==> src/logic/pph_regs.svh <==
// Constants for the printer parallel host port
// Functional notes
// - The host puts a byte on eight data lines and pulses strobe; the port samples the lines on it.
// - The port pulses acknowledge when a data unit is taken outside ECP mode or a requested function has finished.
// - Busy stands while received data is being handled and whenever an alarm is present, except while a nibble is shown on the status lines.
// - Fault is asserted on paper out or alarm, and paper out also shows on paper end, except while a nibble is shown on the status lines.
// - Auto feed and select in together form the host's request to change the interface mode.
// - Three modes: compatibility moves 8 bits, nibble 4 bits, ECP 9 bits (data plus qualifier).
// - The handshake carried out is the one that belongs to the mode currently active.
// - Every data unit taken from the host is written into the receive buffer.
// - Receive buffer capacity is selectable as 8K, 20K, 50K, 100K or 1M bytes.
// - Busy acts as flow control and holds the host off while no more data fits.
`ifndef PPH_REGS_SVH
`define PPH_REGS_SVH

// ----------------------------------------
// Timing
// ----------------------------------------
`define PPH_CLK_MHZ     125
`define PPH_ACK_NS      1000
`define PPH_ACK_CYC     ((`PPH_ACK_NS * `PPH_CLK_MHZ + 999) / 1000)

// ----------------------------------------
// Widths and sizes
// ----------------------------------------
`define PPH_DATA_W      8
`define PPH_UNIT_W      9
`define PPH_FIFO_DEPTH  8
`define PPH_OCC_W       21

// ----------------------------------------
// Receive buffer capacities in bytes
// ----------------------------------------
`define PPH_CAP_8K      21'h00_2000
`define PPH_CAP_20K     21'h00_5000
`define PPH_CAP_50K     21'h00_C800
`define PPH_CAP_100K    21'h01_9000
`define PPH_CAP_1M      21'h10_0000

// ----------------------------------------
// Negotiation byte and synchroniser bit positions
// ----------------------------------------
`define PPH_NEG_NIBBLE  8'h00
`define PPH_NEG_ECP_BIT 4
`define PPH_IN_STB      8
`define PPH_IN_AFD      9
`define PPH_IN_SEL      10
`define PPH_IN_INIT     11
`define PPH_IN_W        12

`endif

==> src/logic/pph_pkg.sv <==
// Types for the printer parallel host port
`default_nettype none
package pph_pkg;
  typedef enum logic [1:0] {
    PPH_MODE_COMPAT = 2'b00,
    PPH_MODE_NIBBLE = 2'b01,
    PPH_MODE_ECP    = 2'b10
  } pph_mode_t;

  typedef enum logic [2:0] {
    PPH_ST_IDLE    = 3'b000,
    PPH_ST_PUSH    = 3'b001,
    PPH_ST_ACK     = 3'b010,
    PPH_ST_HOLD    = 3'b011,
    PPH_ST_ECP_REL = 3'b100,
    PPH_ST_NIB_REL = 3'b101,
    PPH_ST_NEG     = 3'b110
  } pph_state_t;
endpackage
`default_nettype wire

==> src/logic/pph_fifo.sv <==
// Small flip-flop FIFO between host side and receive buffer
`default_nettype none
module pph_fifo #(
  parameter int W = 9,
  parameter int D = 8
) (
  // Clock and reset
  input  wire logic         clk,
  input  wire logic         rst,
  input  wire logic         flush,
  // Fill side
  input  wire logic         in_valid,
  output logic              in_ready,
  input  wire logic [W-1:0] in_data,
  // Drain side
  output logic              out_valid,
  input  wire logic         out_ready,
  output logic [W-1:0]      out_data
);
  localparam int AW = $clog2(D);

  logic [W-1:0] mem_q [D];
  logic [W-1:0] mem_d [D];
  logic [AW-1:0] wr_q, wr_d, rd_q, rd_d;
  logic [AW:0]   cnt_q, cnt_d;
  logic          push, pop;

  // Handshake flags
  assign in_ready  = (cnt_q != (AW+1)'(D));
  assign out_valid = (cnt_q != '0);
  assign out_data  = mem_q[rd_q];
  assign push      = in_valid & in_ready;
  assign pop       = out_valid & out_ready;

  // Next pointers, count and storage
  always_comb begin
    mem_d = mem_q;
    wr_d  = wr_q;
    rd_d  = rd_q;
    cnt_d = cnt_q;
    if (push) begin
      mem_d[wr_q] = in_data;
      wr_d = (wr_q == AW'(D-1)) ? '0 : wr_q + 1'b1;
    end
    if (pop) begin
      rd_d = (rd_q == AW'(D-1)) ? '0 : rd_q + 1'b1;
    end
    cnt_d = cnt_q + (AW+1)'(push) - (AW+1)'(pop);
    if (flush) begin
      wr_d  = '0;
      rd_d  = '0;
      cnt_d = '0;
    end
  end

  // Register state
  always_ff @(posedge clk) begin
    if (rst) begin
      wr_q  <= '0;
      rd_q  <= '0;
      cnt_q <= '0;
    end else begin
      wr_q  <= wr_d;
      rd_q  <= rd_d;
      cnt_q <= cnt_d;
    end
    mem_q <= mem_d;
  end
endmodule // pph_fifo
`default_nettype wire

==> src/logic/pph_port.sv <==
// Printer side parallel host port with mode handshakes
`include "pph_regs.svh"
`default_nettype none
module pph_port
  import pph_pkg::*;
(
  // Clock and reset
  input  wire logic       clk,
  input  wire logic       rst,
  // Host pins in
  input  wire logic       strobe_n,
  input  wire logic [7:0] data_in,
  input  wire logic       auto_feed_n,
  input  wire logic       select_in,
  input  wire logic       init_n,
  // Status pins out
  output logic            ack_n,
  output logic            busy,
  output logic            paper_end,
  output logic            select,
  output logic            fault_n,
  // Printer conditions and options
  input  wire logic       paper_out,
  input  wire logic       alarm,
  input  wire logic       online,
  input  wire logic       init_enable,
  input  wire logic [2:0] buf_size_sel,
  // Receive stream toward the print buffer
  output logic            rx_valid,
  input  wire logic       rx_ready,
  output logic [7:0]      rx_data,
  output logic            rx_command,
  input  wire logic       rx_release,
  // Reverse data for nibble mode
  input  wire logic       tx_valid,
  output logic            tx_ready,
  input  wire logic [7:0] tx_data,
  // Active mode
  output logic [1:0]      mode
);
  // ----------------------------------------
  // Declarations
  // ----------------------------------------
  localparam logic [7:0] ACK_CYC = 8'(`PPH_ACK_CYC);

  logic [`PPH_IN_W-1:0] in_raw, s1_q, s2_q, s3_q, flt_q, flt_d;
  pph_state_t           st_q, st_d;
  pph_mode_t            mode_q, mode_d;
  logic [8:0]           unit_q, unit_d;
  logic [7:0]           cnt_q, cnt_d;
  logic [3:0]           nib_q, nib_d;
  logic                 nib_hi_q, nib_hi_d;
  logic                 neg_q, neg_d;
  logic [`PPH_OCC_W-1:0] occ_q, occ_d, cap;
  logic ack_n_q, ack_n_d, busy_q, busy_d, pe_q, pe_d;
  logic sel_q, sel_d, flt_n_q, flt_n_d, tx_rdy_q, tx_rdy_d;
  logic stb_fall, stb_high, afd_low, neg_now, init_clr;
  logic push, f_in_ready, f_out_valid, f_out_ready, room, drain;
  logic [8:0] f_out_data;

  // ----------------------------------------
  // Pin synchronisers and agreement filter
  // ----------------------------------------
  assign in_raw = {init_n, select_in, auto_feed_n, strobe_n, data_in};

  // Filtered level follows once stages two and three agree
  always_comb begin
    flt_d = (s2_q & s3_q) | (flt_q & (s2_q ^ s3_q));
  end

  always_ff @(posedge clk) begin
    if (rst) begin
      s1_q  <= {`PPH_IN_W{1'b1}};
      s2_q  <= {`PPH_IN_W{1'b1}};
      s3_q  <= {`PPH_IN_W{1'b1}};
      flt_q <= {`PPH_IN_W{1'b1}};
    end else begin
      s1_q  <= in_raw;
      s2_q  <= s1_q;
      s3_q  <= s2_q;
      flt_q <= flt_d;
    end
  end

  // Events on filtered host lines
  assign stb_fall = flt_q[`PPH_IN_STB] & ~flt_d[`PPH_IN_STB];
  assign stb_high = flt_d[`PPH_IN_STB];
  assign afd_low  = ~flt_d[`PPH_IN_AFD];
  assign neg_now  = flt_d[`PPH_IN_SEL] & afd_low;
  assign init_clr = init_enable & flt_q[`PPH_IN_INIT]
                  & ~flt_d[`PPH_IN_INIT];

  // ----------------------------------------
  // Receive FIFO and buffer occupancy
  // ----------------------------------------
  pph_fifo #(
    .W (`PPH_UNIT_W),
    .D (`PPH_FIFO_DEPTH)
  ) u_fifo (
    .clk       (clk),
    .rst       (rst),
    .flush     (init_clr),
    .in_valid  (push),
    .in_ready  (f_in_ready),
    .in_data   (unit_q),
    .out_valid (f_out_valid),
    .out_ready (f_out_ready),
    .out_data  (f_out_data)
  );

  // Capacity chosen by the size select
  always_comb begin
    unique case (buf_size_sel)
      3'h0:    cap = `PPH_CAP_8K;
      3'h1:    cap = `PPH_CAP_20K;
      3'h2:    cap = `PPH_CAP_50K;
      3'h3:    cap = `PPH_CAP_100K;
      default: cap = `PPH_CAP_1M;
    endcase
  end

  // Drain only while the print buffer has room
  assign room        = (occ_q < cap);
  assign rx_valid    = f_out_valid & room;
  assign f_out_ready = rx_ready & room;
  assign drain       = f_out_valid & f_out_ready;
  assign rx_data     = f_out_data[7:0];
  assign rx_command  = f_out_data[8];

  // Bytes held in the print buffer
  always_comb begin
    occ_d = occ_q;
    if (drain & ~rx_release) begin
      occ_d = occ_q + 1'b1;
    end else if (~drain & rx_release & (occ_q != '0)) begin
      occ_d = occ_q - 1'b1;
    end
  end

  always_ff @(posedge clk) begin
    if (rst) begin
      occ_q <= '0;
    end else begin
      occ_q <= occ_d;
    end
  end

  // ----------------------------------------
  // Handshake state machine
  // ----------------------------------------
  always_comb begin
    st_d     = st_q;
    mode_d   = mode_q;
    unit_d   = unit_q;
    nib_d    = nib_q;
    nib_hi_d = nib_hi_q;
    neg_d    = neg_now;
    push     = 1'b0;
    tx_rdy_d = 1'b0;
    cnt_d    = (cnt_q != '0) ? cnt_q - 1'b1 : cnt_q;
    unique case (st_q)
      PPH_ST_IDLE: begin
        if (mode_q == PPH_MODE_COMPAT && neg_now && !neg_q) begin
          // Only compat negotiates; elsewhere auto feed is the ECP qualifier or the nibble host ready
          if (flt_d[7:0] == `PPH_NEG_NIBBLE) begin
            mode_d = PPH_MODE_NIBBLE;
          end else if (flt_d[`PPH_NEG_ECP_BIT]) begin
            mode_d = PPH_MODE_ECP;
          end else begin
            mode_d = PPH_MODE_COMPAT;
          end
          cnt_d = ACK_CYC;
          st_d  = PPH_ST_NEG;
        end else if (mode_q != PPH_MODE_COMPAT
                     && ~flt_d[`PPH_IN_SEL]) begin
          mode_d   = PPH_MODE_COMPAT;
          nib_hi_d = 1'b0;
        end else if (mode_q == PPH_MODE_NIBBLE) begin
          // Host ready for a nibble
          if (afd_low & tx_valid) begin
            nib_d = nib_hi_q ? tx_data[7:4] : tx_data[3:0];
            cnt_d = ACK_CYC;
            st_d  = PPH_ST_ACK;
          end
        end else if (stb_fall) begin
          // ECP qualifier: auto feed low marks a command
          unit_d = {(mode_q == PPH_MODE_ECP) & afd_low,
                    flt_d[7:0]};
          st_d   = PPH_ST_PUSH;
        end
      end
      PPH_ST_PUSH: begin
        if (f_in_ready) begin
          push  = 1'b1;
          cnt_d = ACK_CYC;
          st_d  = (mode_q == PPH_MODE_ECP) ? PPH_ST_ECP_REL
                                           : PPH_ST_ACK;
        end
      end
      PPH_ST_ACK: begin
        if (cnt_q <= 8'h01) begin
          st_d = (mode_q == PPH_MODE_NIBBLE) ? PPH_ST_NIB_REL
                                             : PPH_ST_HOLD;
        end
      end
      PPH_ST_NEG: begin
        if (cnt_q <= 8'h01) begin
          st_d = PPH_ST_HOLD;
        end
      end
      PPH_ST_HOLD: begin
        if (f_in_ready) begin
          st_d = PPH_ST_IDLE;
        end
      end
      PPH_ST_ECP_REL: begin
        if (stb_high) begin
          st_d = PPH_ST_IDLE;
        end
      end
      PPH_ST_NIB_REL: begin
        if (~afd_low) begin
          tx_rdy_d = nib_hi_q;
          nib_hi_d = ~nib_hi_q;
          st_d     = PPH_ST_IDLE;
        end
      end
      default: st_d = PPH_ST_IDLE;
    endcase
    if (init_clr) begin
      st_d     = PPH_ST_IDLE;
      mode_d   = PPH_MODE_COMPAT;
      nib_hi_d = 1'b0;
      push     = 1'b0;
      tx_rdy_d = 1'b0;
    end
  end

  // ----------------------------------------
  // Status pin values
  // ----------------------------------------
  always_comb begin
    ack_n_d = ~(st_d == PPH_ST_ACK || st_d == PPH_ST_NEG);
    busy_d  = alarm | (st_d != PPH_ST_IDLE) | ~f_in_ready;
    pe_d    = paper_out;
    sel_d   = online;
    flt_n_d = ~(paper_out | alarm);
    if (mode_d == PPH_MODE_NIBBLE
        && (st_d == PPH_ST_ACK || st_d == PPH_ST_NIB_REL)) begin
      flt_n_d = nib_d[0];
      sel_d   = nib_d[1];
      pe_d    = nib_d[2];
      busy_d  = nib_d[3];
    end
  end

  // Register state and pins
  always_ff @(posedge clk) begin
    if (rst) begin
      st_q     <= PPH_ST_IDLE;
      mode_q   <= PPH_MODE_COMPAT;
      unit_q   <= '0;
      cnt_q    <= '0;
      nib_q    <= '0;
      nib_hi_q <= 1'b0;
      neg_q    <= 1'b0;
      tx_rdy_q <= 1'b0;
      ack_n_q  <= 1'b1;
      busy_q   <= 1'b1;
      pe_q     <= 1'b0;
      sel_q    <= 1'b0;
      flt_n_q  <= 1'b1;
    end else begin
      st_q     <= st_d;
      mode_q   <= mode_d;
      unit_q   <= unit_d;
      cnt_q    <= cnt_d;
      nib_q    <= nib_d;
      nib_hi_q <= nib_hi_d;
      neg_q    <= neg_d;
      tx_rdy_q <= tx_rdy_d;
      ack_n_q  <= ack_n_d;
      busy_q   <= busy_d;
      pe_q     <= pe_d;
      sel_q    <= sel_d;
      flt_n_q  <= flt_n_d;
    end
  end

  // Outputs
  assign ack_n     = ack_n_q;
  assign busy      = busy_q;
  assign paper_end = pe_q;
  assign select    = sel_q;
  assign fault_n   = flt_n_q;
  assign tx_ready  = tx_rdy_q;
  assign mode      = mode_q;
endmodule // pph_port
`default_nettype wire

==> config.mk <==
export PLATFORM = sky130hd
export DESIGN_NAME = pph_port
export DESIGN_NICKNAME = d
export VERILOG_FILES = /design/src/logic/pph_pkg.sv /design/src/logic/pph_fifo.sv /design/src/logic/pph_port.sv
export VERILOG_INCLUDE_DIRS = /design/src /design/src/logic
export SDC_FILE = /design/constraint.sdc
export NUM_CORES = 1
export LEC_CHECK = 0
export ABC_CLOCK_PERIOD_IN_PS = 4070
export BUFFER_PORTS_ARGS = -buffer_cell sky130_fd_sc_hd__buf_2
export CORE_ASPECT_RATIO = 0.9
export CORE_MARGIN = 1
export CORE_UTILIZATION = 55
export CTS_CLUSTER_SIZE = 28
export DETAILED_ROUTE_END_ITERATION = 8
export PLACE_DENSITY = 0.81
export SLEW_MARGIN = 40
export SYNTH_ARGS = -nofsm -noshare
export SYNTH_HDL_FRONTEND = slang
export SYNTH_SLANG_ARGS = --single-unit
==> constraint.sdc <==
create_clock -name clk -period 4.07 [get_ports clk]
set_input_delay 0 -clock clk [delete_from_list [all_inputs] [get_ports clk]]
set_output_delay 0 -clock clk [all_outputs]
set_load 0.005 [all_outputs]
==> results of run 1 <==
[placed cells by master, fill, tap and decap left out, drive strengths merged, types with 5 or more instances in the layout]
master / instances
a211oi: 15
a21o: 11
a21oi: 49
a31oi: 5
and2: 5
buf: 62
clkbuf: 20
clkinv: 7
dfxtp: 113
dlygate4sd3: 20
edfxtp: 72
ha: 49
inv: 23
mux2: 12
mux2i: 9
mux4: 18
nand2: 63
nand2b: 9
nand3: 12
nand4: 9
nor2: 50
nor2b: 8
nor3: 25
nor4: 8
o21a: 6
o21ai: 11
or2: 40
or3: 7
xnor2: 13
xor2: 7
[worst min-delay path by stage]
stage | start | end | slack (ns) | cells after the start
2_1_floorplan | data_in[0] | s1_q[0] | 0.10 | 1
3_3_place_gp | select_in | s1_q[10] | 0.18 | 2
3_5_place_dp | init_n | s1_q[11] | 0.18 | 2
4_1_cts | tx_data[0] | nib_q[0] | 0.008 | 5
5_1_grt | rx_ready | u_fifo.rd_q[1] | 0.06 | 4
6_report | tx_data[0] | nib_q[0] | 0.02 | 5
[cell type report]
class / instances / share of cell area (%)
Clock buffer: 20 / 4.95
Clock inverter: 12 / 1.11
Multi-Input combinational cell: 499 / 39.2
Sequential cell: 185 / 45.8
Timing Repair Buffer: 82 / 5.61
Tap cell: 198 / 2.56
Inverter: 20 / 0.828
[logic make-up after synthesis]
kind of cell	count (synthesis)	synth area share, %
AOI/OAI and AO/OA	134	11.3
xor gates and xnor gates	20	2.09
adders and majority gates	51	7.80
buffers and inverters	45	2.20
DFF	185	52.8
muxes	39	7.66
and+or+nand+nor	255	16.2
[power by group]
| group | internal [mW] | switching (mW) |
|---|---|---|
| Sequential | 2.10 | 0.194 |
| Combinational | 1.13 | 1.34 |
| Clock | 0.921 | 0.703 |
| Total | 4.15 | 2.23 |
[sequential cells by signal (all words and copies together) (netlist names), 2 cells and up]
name / cells
mode: 2
occ_q: 21
u_fifo.rd_q: 3
u_fifo.mem_q: 72
u_fifo.cnt_q: 4
flt_q: 12
st_q: 3
unit_q: 9
u_fifo.wr_q: 3
s2_q: 12
nib_q: 4
s3_q: 12
s1_q: 12
cnt_q: 8
[cells in the mapped netlist, types with 5 or more instances]
cell type	number
nand2b_1	9
o21ai_0	10
nand3_1	12
mux2_2	9
nor2_1	48
xnor2_1	13
ha_1	49
nor2b_1	8
edfxtp_1	72
a21o_1	11
xor2_1	7
and2_1	5
clkbuf_1	20
or3_1	5
o21a_1	6
inv_1	18
nor4_1	5
nor3_1	24
dfxtp_1	113
a211oi_1	15
mux4_2	18
a31oi_1	5
nand4_1	9
mux2i_1	9
or2_2	39
nand2_1	62
a21oi_1	48
[what timing repair did]
action	4_1_cts	5_1_grt
setup buffers	0	0
gates resized for setup	0	6
setup endpoints to repair	0	3
hold endpoints to repair	18	0
hold buffers	20	0
[stage by stage]
| step | std cells | power [mW] |
|---|---|---|
| after floorplan | 729 | 4.16 |
| after global placement | 964 | 4.58 |
| after global routing | 1016 | 6.75 |
| after detailed placement | 964 | 4.68 |
| final | 1016 | 6.39 |
| after CTS | 1016 | 6.33 |
[layer usage]
metal / vias to the layer above / share of wire, % / global-route usage [%]
met5: - / 0 / 0
met4: 0 / 1.7 / 9.88
met3: 23 / 4.7 / 4.60
met2: 173 / 50 / 40.7
met1: 2905 / 43 / 28.6
li1: 2851 / - / -
[tightest hold or removal path, delay by kind of cell]
family                 cells  cell delay, ns
multiplexers               1            0.07
AND/OR/NAND/NOR            2            0.16
AO/OA/AOI/OAI              1            0.10
buffers and inverters      1            0.07
==> summary.md, run 1 <==
| Metric | Value |
|---|---|
| Status | `finished clean` |
| Fmax | `approximately 260 MHz` |
| Setup Skew | `approximately 0.0092 ns` |
| Wire per inst | `roughly 17 um` |
| Highest-delay cell along the critical path | `or3_4` |
| Sequential area share after synthesis | `52.8%` |
| CTS tree | `done` |
| CP startpoint | `occ_q[16]` |
| CTS root buffer | `clkbuf_16` |
| Mapped Area | `approximately 8400 sq um` |
| Leakage | `~3.7 nW` |
| Worst-Margin Slew | `approximately 0.77 ns` |
| I/O Buffers | `49` |
| Startpoint types | `register` |
| Synth-to-layout area growth | `15.5%` |
| Area of the multi-input gates | `3790 sq um` |
| Core Rows | `42` |
| Total CTS buffers | `17` |
| Die H | `~120 um` |
| Later-pin clock latency in the skew report | `roughly 0.43 ns` |
| Max cap viols | `0` |
| R2R cell count | `15` |
| Hold Fails Final Rpt | `0` |
| Starting Density | `56.7%` |
| Crit path depth | `15` |
| Clock slew at reported path FFs | `0.07 ns` |
| Crit. End Element | `register` |
| Finished Cell Area | `between 9000 and 10,000 sq um` |
| Final core utilization | `around two thirds` |
| Hold Crit Class | `in -> reg` |
| Crit path capture | `occ_q[14]` |
| Mapped Cells | `between 700 and 800` |
| Number of flops mapped to enable cells by yosys | `72` |
| Via count | `roughly 6,000` |
| Max VDD drop | `~0.33 mV` |
| Fraction of layout cells with a size suffix above 1 | `around a quarter` |
| Worst path max stage delay | `around 0.46 ns` |
| WL final | `17,500 um` |
| Place WS | `0.121 ns` |
| CTS H-Tree Depth | `4` |
| Storage element area | `between 4000 and 5000 sq um` |
| Req. time, crit path | `around 4.4 ns` |
| Pre-antenna DRT Iters | `5` |
| Num ports | `50` |
| CP top delay family | `simple AND/OR/NAND/NOR gates` |
| Largest cells by area after synthesis | `dfxtp_1, edfxtp_1, ha_1` |
| Dpl cell area | `8860 sq um` |
| Cell variety after synth | `75` |
| Slew Limit Headroom | `between 40% and 50%` |
| Fin Setup TNS | `0 ns` |
| Yosys warnings | `0` |
| Initial antenna violation count | `0` |
| FF-to-FF Start | `occ_q[16]` |
| Critical path class | `reg -> reg` |
| Die area | `15,700 sq um` |
| Cell Chain, Critical Path | `ha_1 > or4_4 > a221oi_4 > nand2_2 > or3_4 > buf_4 > clkinv_4 > fa_1 > nor2b_1 > o2111ai_1 > nand4_1 > a31oi_1 > nand4b_1 > a41o_1 > a21oi_1` |
| Endpoints failing setup | `0` |
| CTS Sinks | `roughly 190` |
| Synth Flop Type | `dfxtp_1` |
| GRT overflow | `0` |
| Worst Path Arrival | `between 4 and 5 ns` |
| Diodes inserted | `0` |
| Antenna Violating Nets Remaining | `0` |
| Final worst setup slack | `0.202 ns` |
| Nets | `slightly below 900` |
| DR iter-0 viols | `~450` |
| Fin crit share | `95.0%` |
| Fill cell count | `about 1,100` |
| Worst R2R End | `occ_q[14]` |
| Vias in the first global route | `around 5,900` |
| Largest net degree at the start of global routing | `48` |
| Synth top area share | `around 27%` |
| Area leader, netlist | `dfxtp_1` |
| Vias/cell | `between 5 and 6` |
| WHS | `about 0.02 ns` |
| Syn_area_per_cell | `between 10 and 15 sq um` |
| Final Max Tran Viols | `0` |
| Flop2flop setup slack | `~0.20 ns` |
| First-pass GRT wire length | `between 20,000 and 30,000 um` |
| Pwr/cell area | `around 660 nW/um^2` |
| Buffers & Inverters on Critical Path | `2` |
| Horiz. Die Dim | `roughly 130 um` |
| Post-synthesis register bit count | `roughly 190` |
| Core Box Area | `around 15,000 sq um` |
| Syn Nets | `around 810` |
| Remaining DRCs | `0` |
| Deepest clock path buffer count | `2` |
| HPWL after detailed placement | `~12,000 um` |
| CP max FO | `17` |
| Post-layout min period | `around 3.9 ns` |
| GRT Overall Usage | `around a quarter` |
| Global placement routability congestion | `about 0.86` |
| RSZ-0062 raised after global routing | `false` |
| FFs w/ async S/R, synth | `0%` |
(Power assumes the default switching activity.)
==> inputs of run 2 (changes only) <==
--- a/config.mk
+++ b/config.mk
@@ -8,8 +8,8 @@
 export LEC_CHECK = 0
 export ABC_CLOCK_PERIOD_IN_PS = 4070
 export BUFFER_PORTS_ARGS = -buffer_cell sky130_fd_sc_hd__buf_2
-export CORE_ASPECT_RATIO = 0.9
-export CORE_MARGIN = 1
+export CAP_MARGIN = 10
+export CORE_MARGIN = 10
 export CORE_UTILIZATION = 55
 export CTS_CLUSTER_SIZE = 28
 export DETAILED_ROUTE_END_ITERATION = 8
==> run 2 against run 1 <==
Compared with the run above: critical path depth is 2 lower; combinational power is essentially flat; global-route usage down 5.7 points; routed wire length increased by 1.2%; cell count shrank 0.59%; setup slack got worse by 0.083 ns; register-to-register slack worse by 0.08 ns; total power shrank 0.45%; count of clock-buffer cells in the layout fell by 1; die area increased by 31%; clock skew rose by 0.0023 ns; sequential share of layout area down 0.19 points; largest cell class unchanged.
==> summary.md, run 2 (synthesis gave the netlist of run 1 again) <==
| Metric | Value |
|---|---|
| Setup repair bufs after CTS | `0` |
| M1 WL | `between 7000 and 8000 um` |
| Switching share of power | `between 30% and 40%` |
| Int Pwr | `4.10 mW` |
| Later-pin clock latency in the skew report | `about 0.43 ns` |
| Fin crit share | `a little over nine tenths` |
| Clock slew at reported path FFs | `around 0.070 ns` |
| Final Max Tran Viols | `0` |
| Fraction of layout cells with a size suffix above 1 | `~23%` |
| Setup Skew | `approximately 0.011 ns` |
| Startpoint types | `register` |
| Seq pwr share | `approximately 36%` |
| Critical path class | `reg -> reg` |
| Vias in the first global route | `roughly 6,100` |
| Wire per inst | `between 15 and 20 um` |
| Die area | `~21,000 sq um` |
| Status | `finished clean` |
| Dpl cell area | `roughly 8900 sq um` |
| RSZ-0062 raised after global routing | `false` |
| Starting Density | `between 50% and 60%` |
| Largest net degree at the start of global routing | `around 50` |
| Pre-antenna DRT Iters | `6` |
| Post-layout min period | `a little under 4 ns` |
| WL final | `approximately 18,000 um` |
| Initial antenna violation count | `0` |
| CTS tree | `done` |
| Slew Limit Headroom | `around half` |
| Global placement routability congestion | `0.862` |
| Biggest register | `u_fifo.mem_q` |
| Flop2flop setup slack | `~0.12 ns` |
| Max reg flops | `72` |
| CTS root buffer | `clkbuf_16` |
| Crit. End Element | `register` |
| I/O Buffers | `between 40 and 50` |
| Most frequent cells in the layout | `dfxtp_1, edfxtp_1, nand2_1` |
| Worst Path Arrival | `around 4.3 ns` |
| Core Box Area | `about 15,000 sq um` |
| CTS Sinks | `185` |
| Comb power frac | `roughly two fifths` |
| Core Rows | `45` |
| GRT overflow | `0` |
| Num ports | `50` |
| Diodes inserted | `0` |
| Max layer used | `met4` |
| Most common cell after layout, fill and taps aside | `dfxtp_1` |
| CTS H-Tree Depth | `4` |
| Metal2 WL | `~8900 um` |
| Endpoints failing setup | `0` |
| Fmax | `around 250 MHz` |
| Deepest clock path buffer count | `2` |
| HPWL after detailed placement | `approximately 12,000 um` |
| CP max FO | `17` |
| Die H | `143 um` |
| Fin Setup TNS | `0 ns` |
| Req. time, crit path | `roughly 4.4 ns` |
| Leakage | `3.72 nW` |
| Worst-Margin Slew | `0.754 ns` |
| Remaining DRCs | `0` |
| Via count | `5,900` |
| GRT Overall Usage | `about 18%` |
| Synth-to-layout area growth | `16.0%` |
| Max VDD drop | `around 0.38 mV` |
| Nets | `between 800 and 900` |
| Vias/cell | `5.84` |
| P_sw | `between 2 and 2.5 mW` |
| Max cap viols | `0` |
| Finished Cell Area | `roughly 10000 sq um` |
| Horiz. Die Dim | `~140 um` |
| Clk pwr share | `~25%` |
| Total CTS buffers | `17` |
| First-pass GRT wire length | `29,400 um` |
| Hold Crit Class | `in -> reg` |
| DR iter-0 viols | `510` |
| Pwr/cell area | `~650 nW/um^2` |
| Antenna Violating Nets Remaining | `0` |
| Hold Fails Final Rpt | `0` |
| Biggest regs | `u_fifo.mem_q: 72 flops, occ_q: 21 flops` |
| Met3 WL post-DR | `a little under 900 um` |
## run 2: cell count changes in the layout (fill, tap and decap cells not counted), sizes merged
cell / before / now
buf: 62 / 63
clkbuf: 20 / 19
clkinv: 7 / 6
dlygate4sd3: 20 / 23
inv: 23 / 25
## run 2: timing repair
action                                  in CTS  in global routing
endpoints found under the hold margin       19                  6
hold buffers                                22                  1
gates resized for setup                      0                  4
endpoints found under the setup margin       0                  3
## run 2: through the flow
stage                     power [mW]  hold WS (ns)  utilization, %  std cells  setup WS, ns
final                           6.36        0.0267            64.6       1010         0.118
after global routing            6.76        0.0735            64.6       1010        0.0140
after CTS                       6.32        0.0136            64.3       1008        0.0903
after detailed placement        4.67         0.185            58.9        954         0.140
after global placement          4.56         0.182            58.9        954         0.249
after floorplan                 4.16         0.104               -        729         0.378
## run 2: power by group through the flow
stage	Sequential (mW)	Combinational [mW]	Clock, mW
finish	2.29	2.45	1.61
CTS	2.29	2.40	1.63
floorplan	2.25	1.91	0
global placement	2.31	2.25	0
detailed placement	2.33	2.34	0
global route	2.32	2.72	1.71
## run 2: final timing paths
| kind | from | cells past startpoint | endpoint |
|---|---|---|---|
| worst max-delay path | occ_q[16] | 13 | occ_q[17] |
| worst min-delay path | rx_ready | 4 | u_fifo.rd_q[1] |
| worst max register to register | occ_q[16] | 13 | occ_q[17] |
| worst min register to register | s1_q[11] | 1 | s2_q[11] |
## run 2: metal layers
layer	vias up	track usage (%)
met5	-	0
li1	2851	-
met4	0	6.29
met1	2845	20.9
met3	32	4.75
met2	172	30.7
## run 2: critical path, stage by stage, from the launching register on
cell      delay (ns)
dfxtp_1         0.35
ha_1            0.20
or4_4           0.43
a221oi_4        0.26
nand2_2         0.12
or3_4           0.46
ha_1            0.40
a21o_1          0.22
a21o_1          0.20
or3_1           0.36
o211a_1         0.25
o21a_1          0.20
o21a_1          0.18
o41ai_2         0.22
## run 2: final cells by class
type | instances | area (sq um)
clock buffers | 19 | 433
clock inverters | 13 | 150
fillers | 1094 | 5320
inverters | 20 | 80.1
multi-input cells | 499 | 3790
flip-flops and latches | 185 | 4430
well taps | 188 | 235
repair buffers | 86 | 601
==> inputs of run 3 (changes only) <==
--- a/config.mk
+++ b/config.mk
@@ -10,10 +10,10 @@
 export BUFFER_PORTS_ARGS = -buffer_cell sky130_fd_sc_hd__buf_2
 export CAP_MARGIN = 10
 export CORE_MARGIN = 10
-export CORE_UTILIZATION = 55
+export CORE_UTILIZATION = 45
 export CTS_CLUSTER_SIZE = 28
 export DETAILED_ROUTE_END_ITERATION = 8
-export PLACE_DENSITY = 0.81
+export PLACE_DENSITY = 0.7
 export SLEW_MARGIN = 40
 export SYNTH_ARGS = -nofsm -noshare
 export SYNTH_HDL_FRONTEND = slang
==> run 3 against run 2 <==
Compared with the run above: first-iteration DRC count down 34%; combinational power decreased by 2%; critical path depth did not move.
==> summary.md, run 3 (synthesis gave the netlist of run 1 again) <==
| Metric | Value |
|---|---|
| Status | `finished clean` |
| Vias/cell | `between 5 and 6` |
| Setup repair bufs after CTS | `0` |
| Biggest register | `u_fifo.mem_q` |
| Deepest clock path buffer count | `2` |
| Startpoint types | `register` |
| Max VDD drop | `around 0.36 mV` |
| Hold Path Origin | `rx_ready` |
| Die H | `roughly 160 um` |
| Final Max Tran Viols | `0` |
| Leakage | `between 3 and 4 nW` |
| Core Box Area | `between 15,000 and 20,000 sq um` |
| Remaining DRCs | `0` |
| Diodes inserted | `0` |
| Pre-antenna DRT Iters | `5` |
| Highest-delay cell along the critical path | `or3_4` |
| Pwr/cell area | `~640 nW/um^2` |
| WL final | `approximately 17,000 um` |
| Storage element area | `4430 sq um` |
| FF-to-FF Start | `occ_q[16]` |
| Setup Skew | `between 0.008 and 0.009 ns` |
| Fraction of layout cells with a size suffix above 1 | `23.2%` |
| Req. time, crit path | `4.39 ns` |
| GRT Overall Usage | `between 10% and 20%` |
| Synth-to-layout area growth | `16.0%` |
| Wire per inst | `roughly 16 um` |
| Total CTS buffers | `17` |
| RSZ-0062 raised after global routing | `false` |
| Later-pin clock latency in the skew report | `about 0.43 ns` |
| Via count | `between 5,000 and 6,000` |
| Fin Setup TNS | `0 ns` |
| Most frequent cells in the layout | `dfxtp_1, edfxtp_1, nand2_1` |
| CP top delay family | `simple AND/OR/NAND/NOR gates` |
| CTS H-Tree Depth | `4` |
| CTS root buffer | `clkbuf_16` |
| Endpoints failing setup | `0` |
| Critical path class | `reg -> reg` |
| Biggest regs | `u_fifo.mem_q: 72 flops, occ_q: 21 flops` |
| Die area | `24,500 sq um` |
| Core Rows | `49` |
| Fin crit share | `approximately 94%` |
| Max reg flops | `between 70 and 80` |
| Fmax | `260 MHz` |
| Worst Path Arrival | `about 4.2 ns` |
| Global placement routability congestion | `between 0.9 and 1` |
| Hold Fails Final Rpt | `0` |
| Buffers & Inverters on Critical Path | `0` |
| Cell Chain, Critical Path | `ha_1 > or4_4 > a221oi_4 > nand2_2 > or3_4 > ha_1 > a21o_1 > a21o_1 > or3_1 > o211a_1 > o41ai_2 > or4_1 > nand3_1` |
| Place WS | `between 0.08 and 0.09 ns` |
| Worst-Margin Slew | `slightly below 0.8 ns` |
| CTS tree | `done` |
| HPWL after detailed placement | `11,400 um` |
| Crit. End Element | `register` |
| Horiz. Die Dim | `around 160 um` |
| Post-layout min period | `3.85 ns` |
| Worst path max stage delay | `between 0.4 and 0.5 ns` |
| Most common cell after layout, fill and taps aside | `dfxtp_1` |
| GRT overflow | `0` |
| CP startpoint | `occ_q[16]` |
| Initial antenna violation count | `0` |
| Slew Limit Headroom | `48.3%` |
| Hold Crit Class | `in -> reg` |
| CP max FO | `17` |
| Antenna Violating Nets Remaining | `0` |
| WHS | `roughly 0.021 ns` |
| Final core utilization | `between 50% and 60%` |
| Nets | `893` |
| CTS Sinks | `about 190` |
| Clock slew at reported path FFs | `~0.07 ns` |
| I/O Buffers | `49` |
| Starting Density | `between 40% and 50%` |
| Largest net degree at the start of global routing | `60` |
| Area of the multi-input gates | `between 3000 and 4000 sq um` |
| DR iter-0 viols | `approximately 340` |
| Num ports | `50` |
| First-pass GRT wire length | `27,900 um` |
| Final worst setup slack | `about 0.22 ns` |
| Fill cell count | `1,545` |
| Max cap viols | `0` |
| Vias in the first global route | `between 5,000 and 6,000` |
## run 3: per-layer routing
metal	track usage (%)	up-vias	wire, um
li1	-	2861	-
met1	18.5	2679	7910
met2	22.1	98	7660
met3	3.67	18	745
met4	5.39	0	323
met5	0	-	0
## run 3: where the power goes
part	internal [mW]	switching (mW)	total, mW
registers	2.10	0.168	2.27
logic	1.12	1.28	2.40
clock network	0.809	0.744	1.55
total	4.03	2.19	6.22
## run 3: cell type report
| class | instances | area share [%] |
|---|---|---|
| Clock inverter | 14 | 1.29 |
| Clock buffer | 18 | 4.42 |
| Inverter | 20 | 0.824 |
| Multi-Input combinational cell | 499 | 39.0 |
| Timing Repair Buffer | 87 | 6.03 |
| Tap cell | 229 | 2.95 |
| Sequential cell | 185 | 45.5 |
## run 3: tightest hold or removal path, stage by stage
cell and delay (ns):
buf_2 0.11, nand2_2 0.08, o21ai_0 0.10, a21oi_1 0.12
## run 3: path summary, 6_finish.rpt
kind,cells after the start,slack [ns],to
setup / recovery,13,0.22,occ_q[19]
hold / removal,4,0.02,u_fifo.rd_q[1]
setup reg to reg,13,0.22,occ_q[19]
hold reg to reg,1,0.41,s2_q[7]
## run 3: what timing repair did
| item | CTS | global route |
|---|---|---|
| endpoints found under the setup margin | 0 | 2 |
| endpoints found under the hold margin | 19 | 0 |
| hold buffers | 22 | 0 |
| gates resized for setup | 0 | 4 |
## run 3: metrics by stage
stage          power (mW)  instances  cell area, sq um
3_5_place_dp         4.65        998              8930
4_1_cts              6.24       1052              9700
2_1_floorplan        4.16        729              8370
3_3_place_gp         4.62        998              8930
5_1_grt              6.69       1052              9720
6_report             6.22       1052              9720
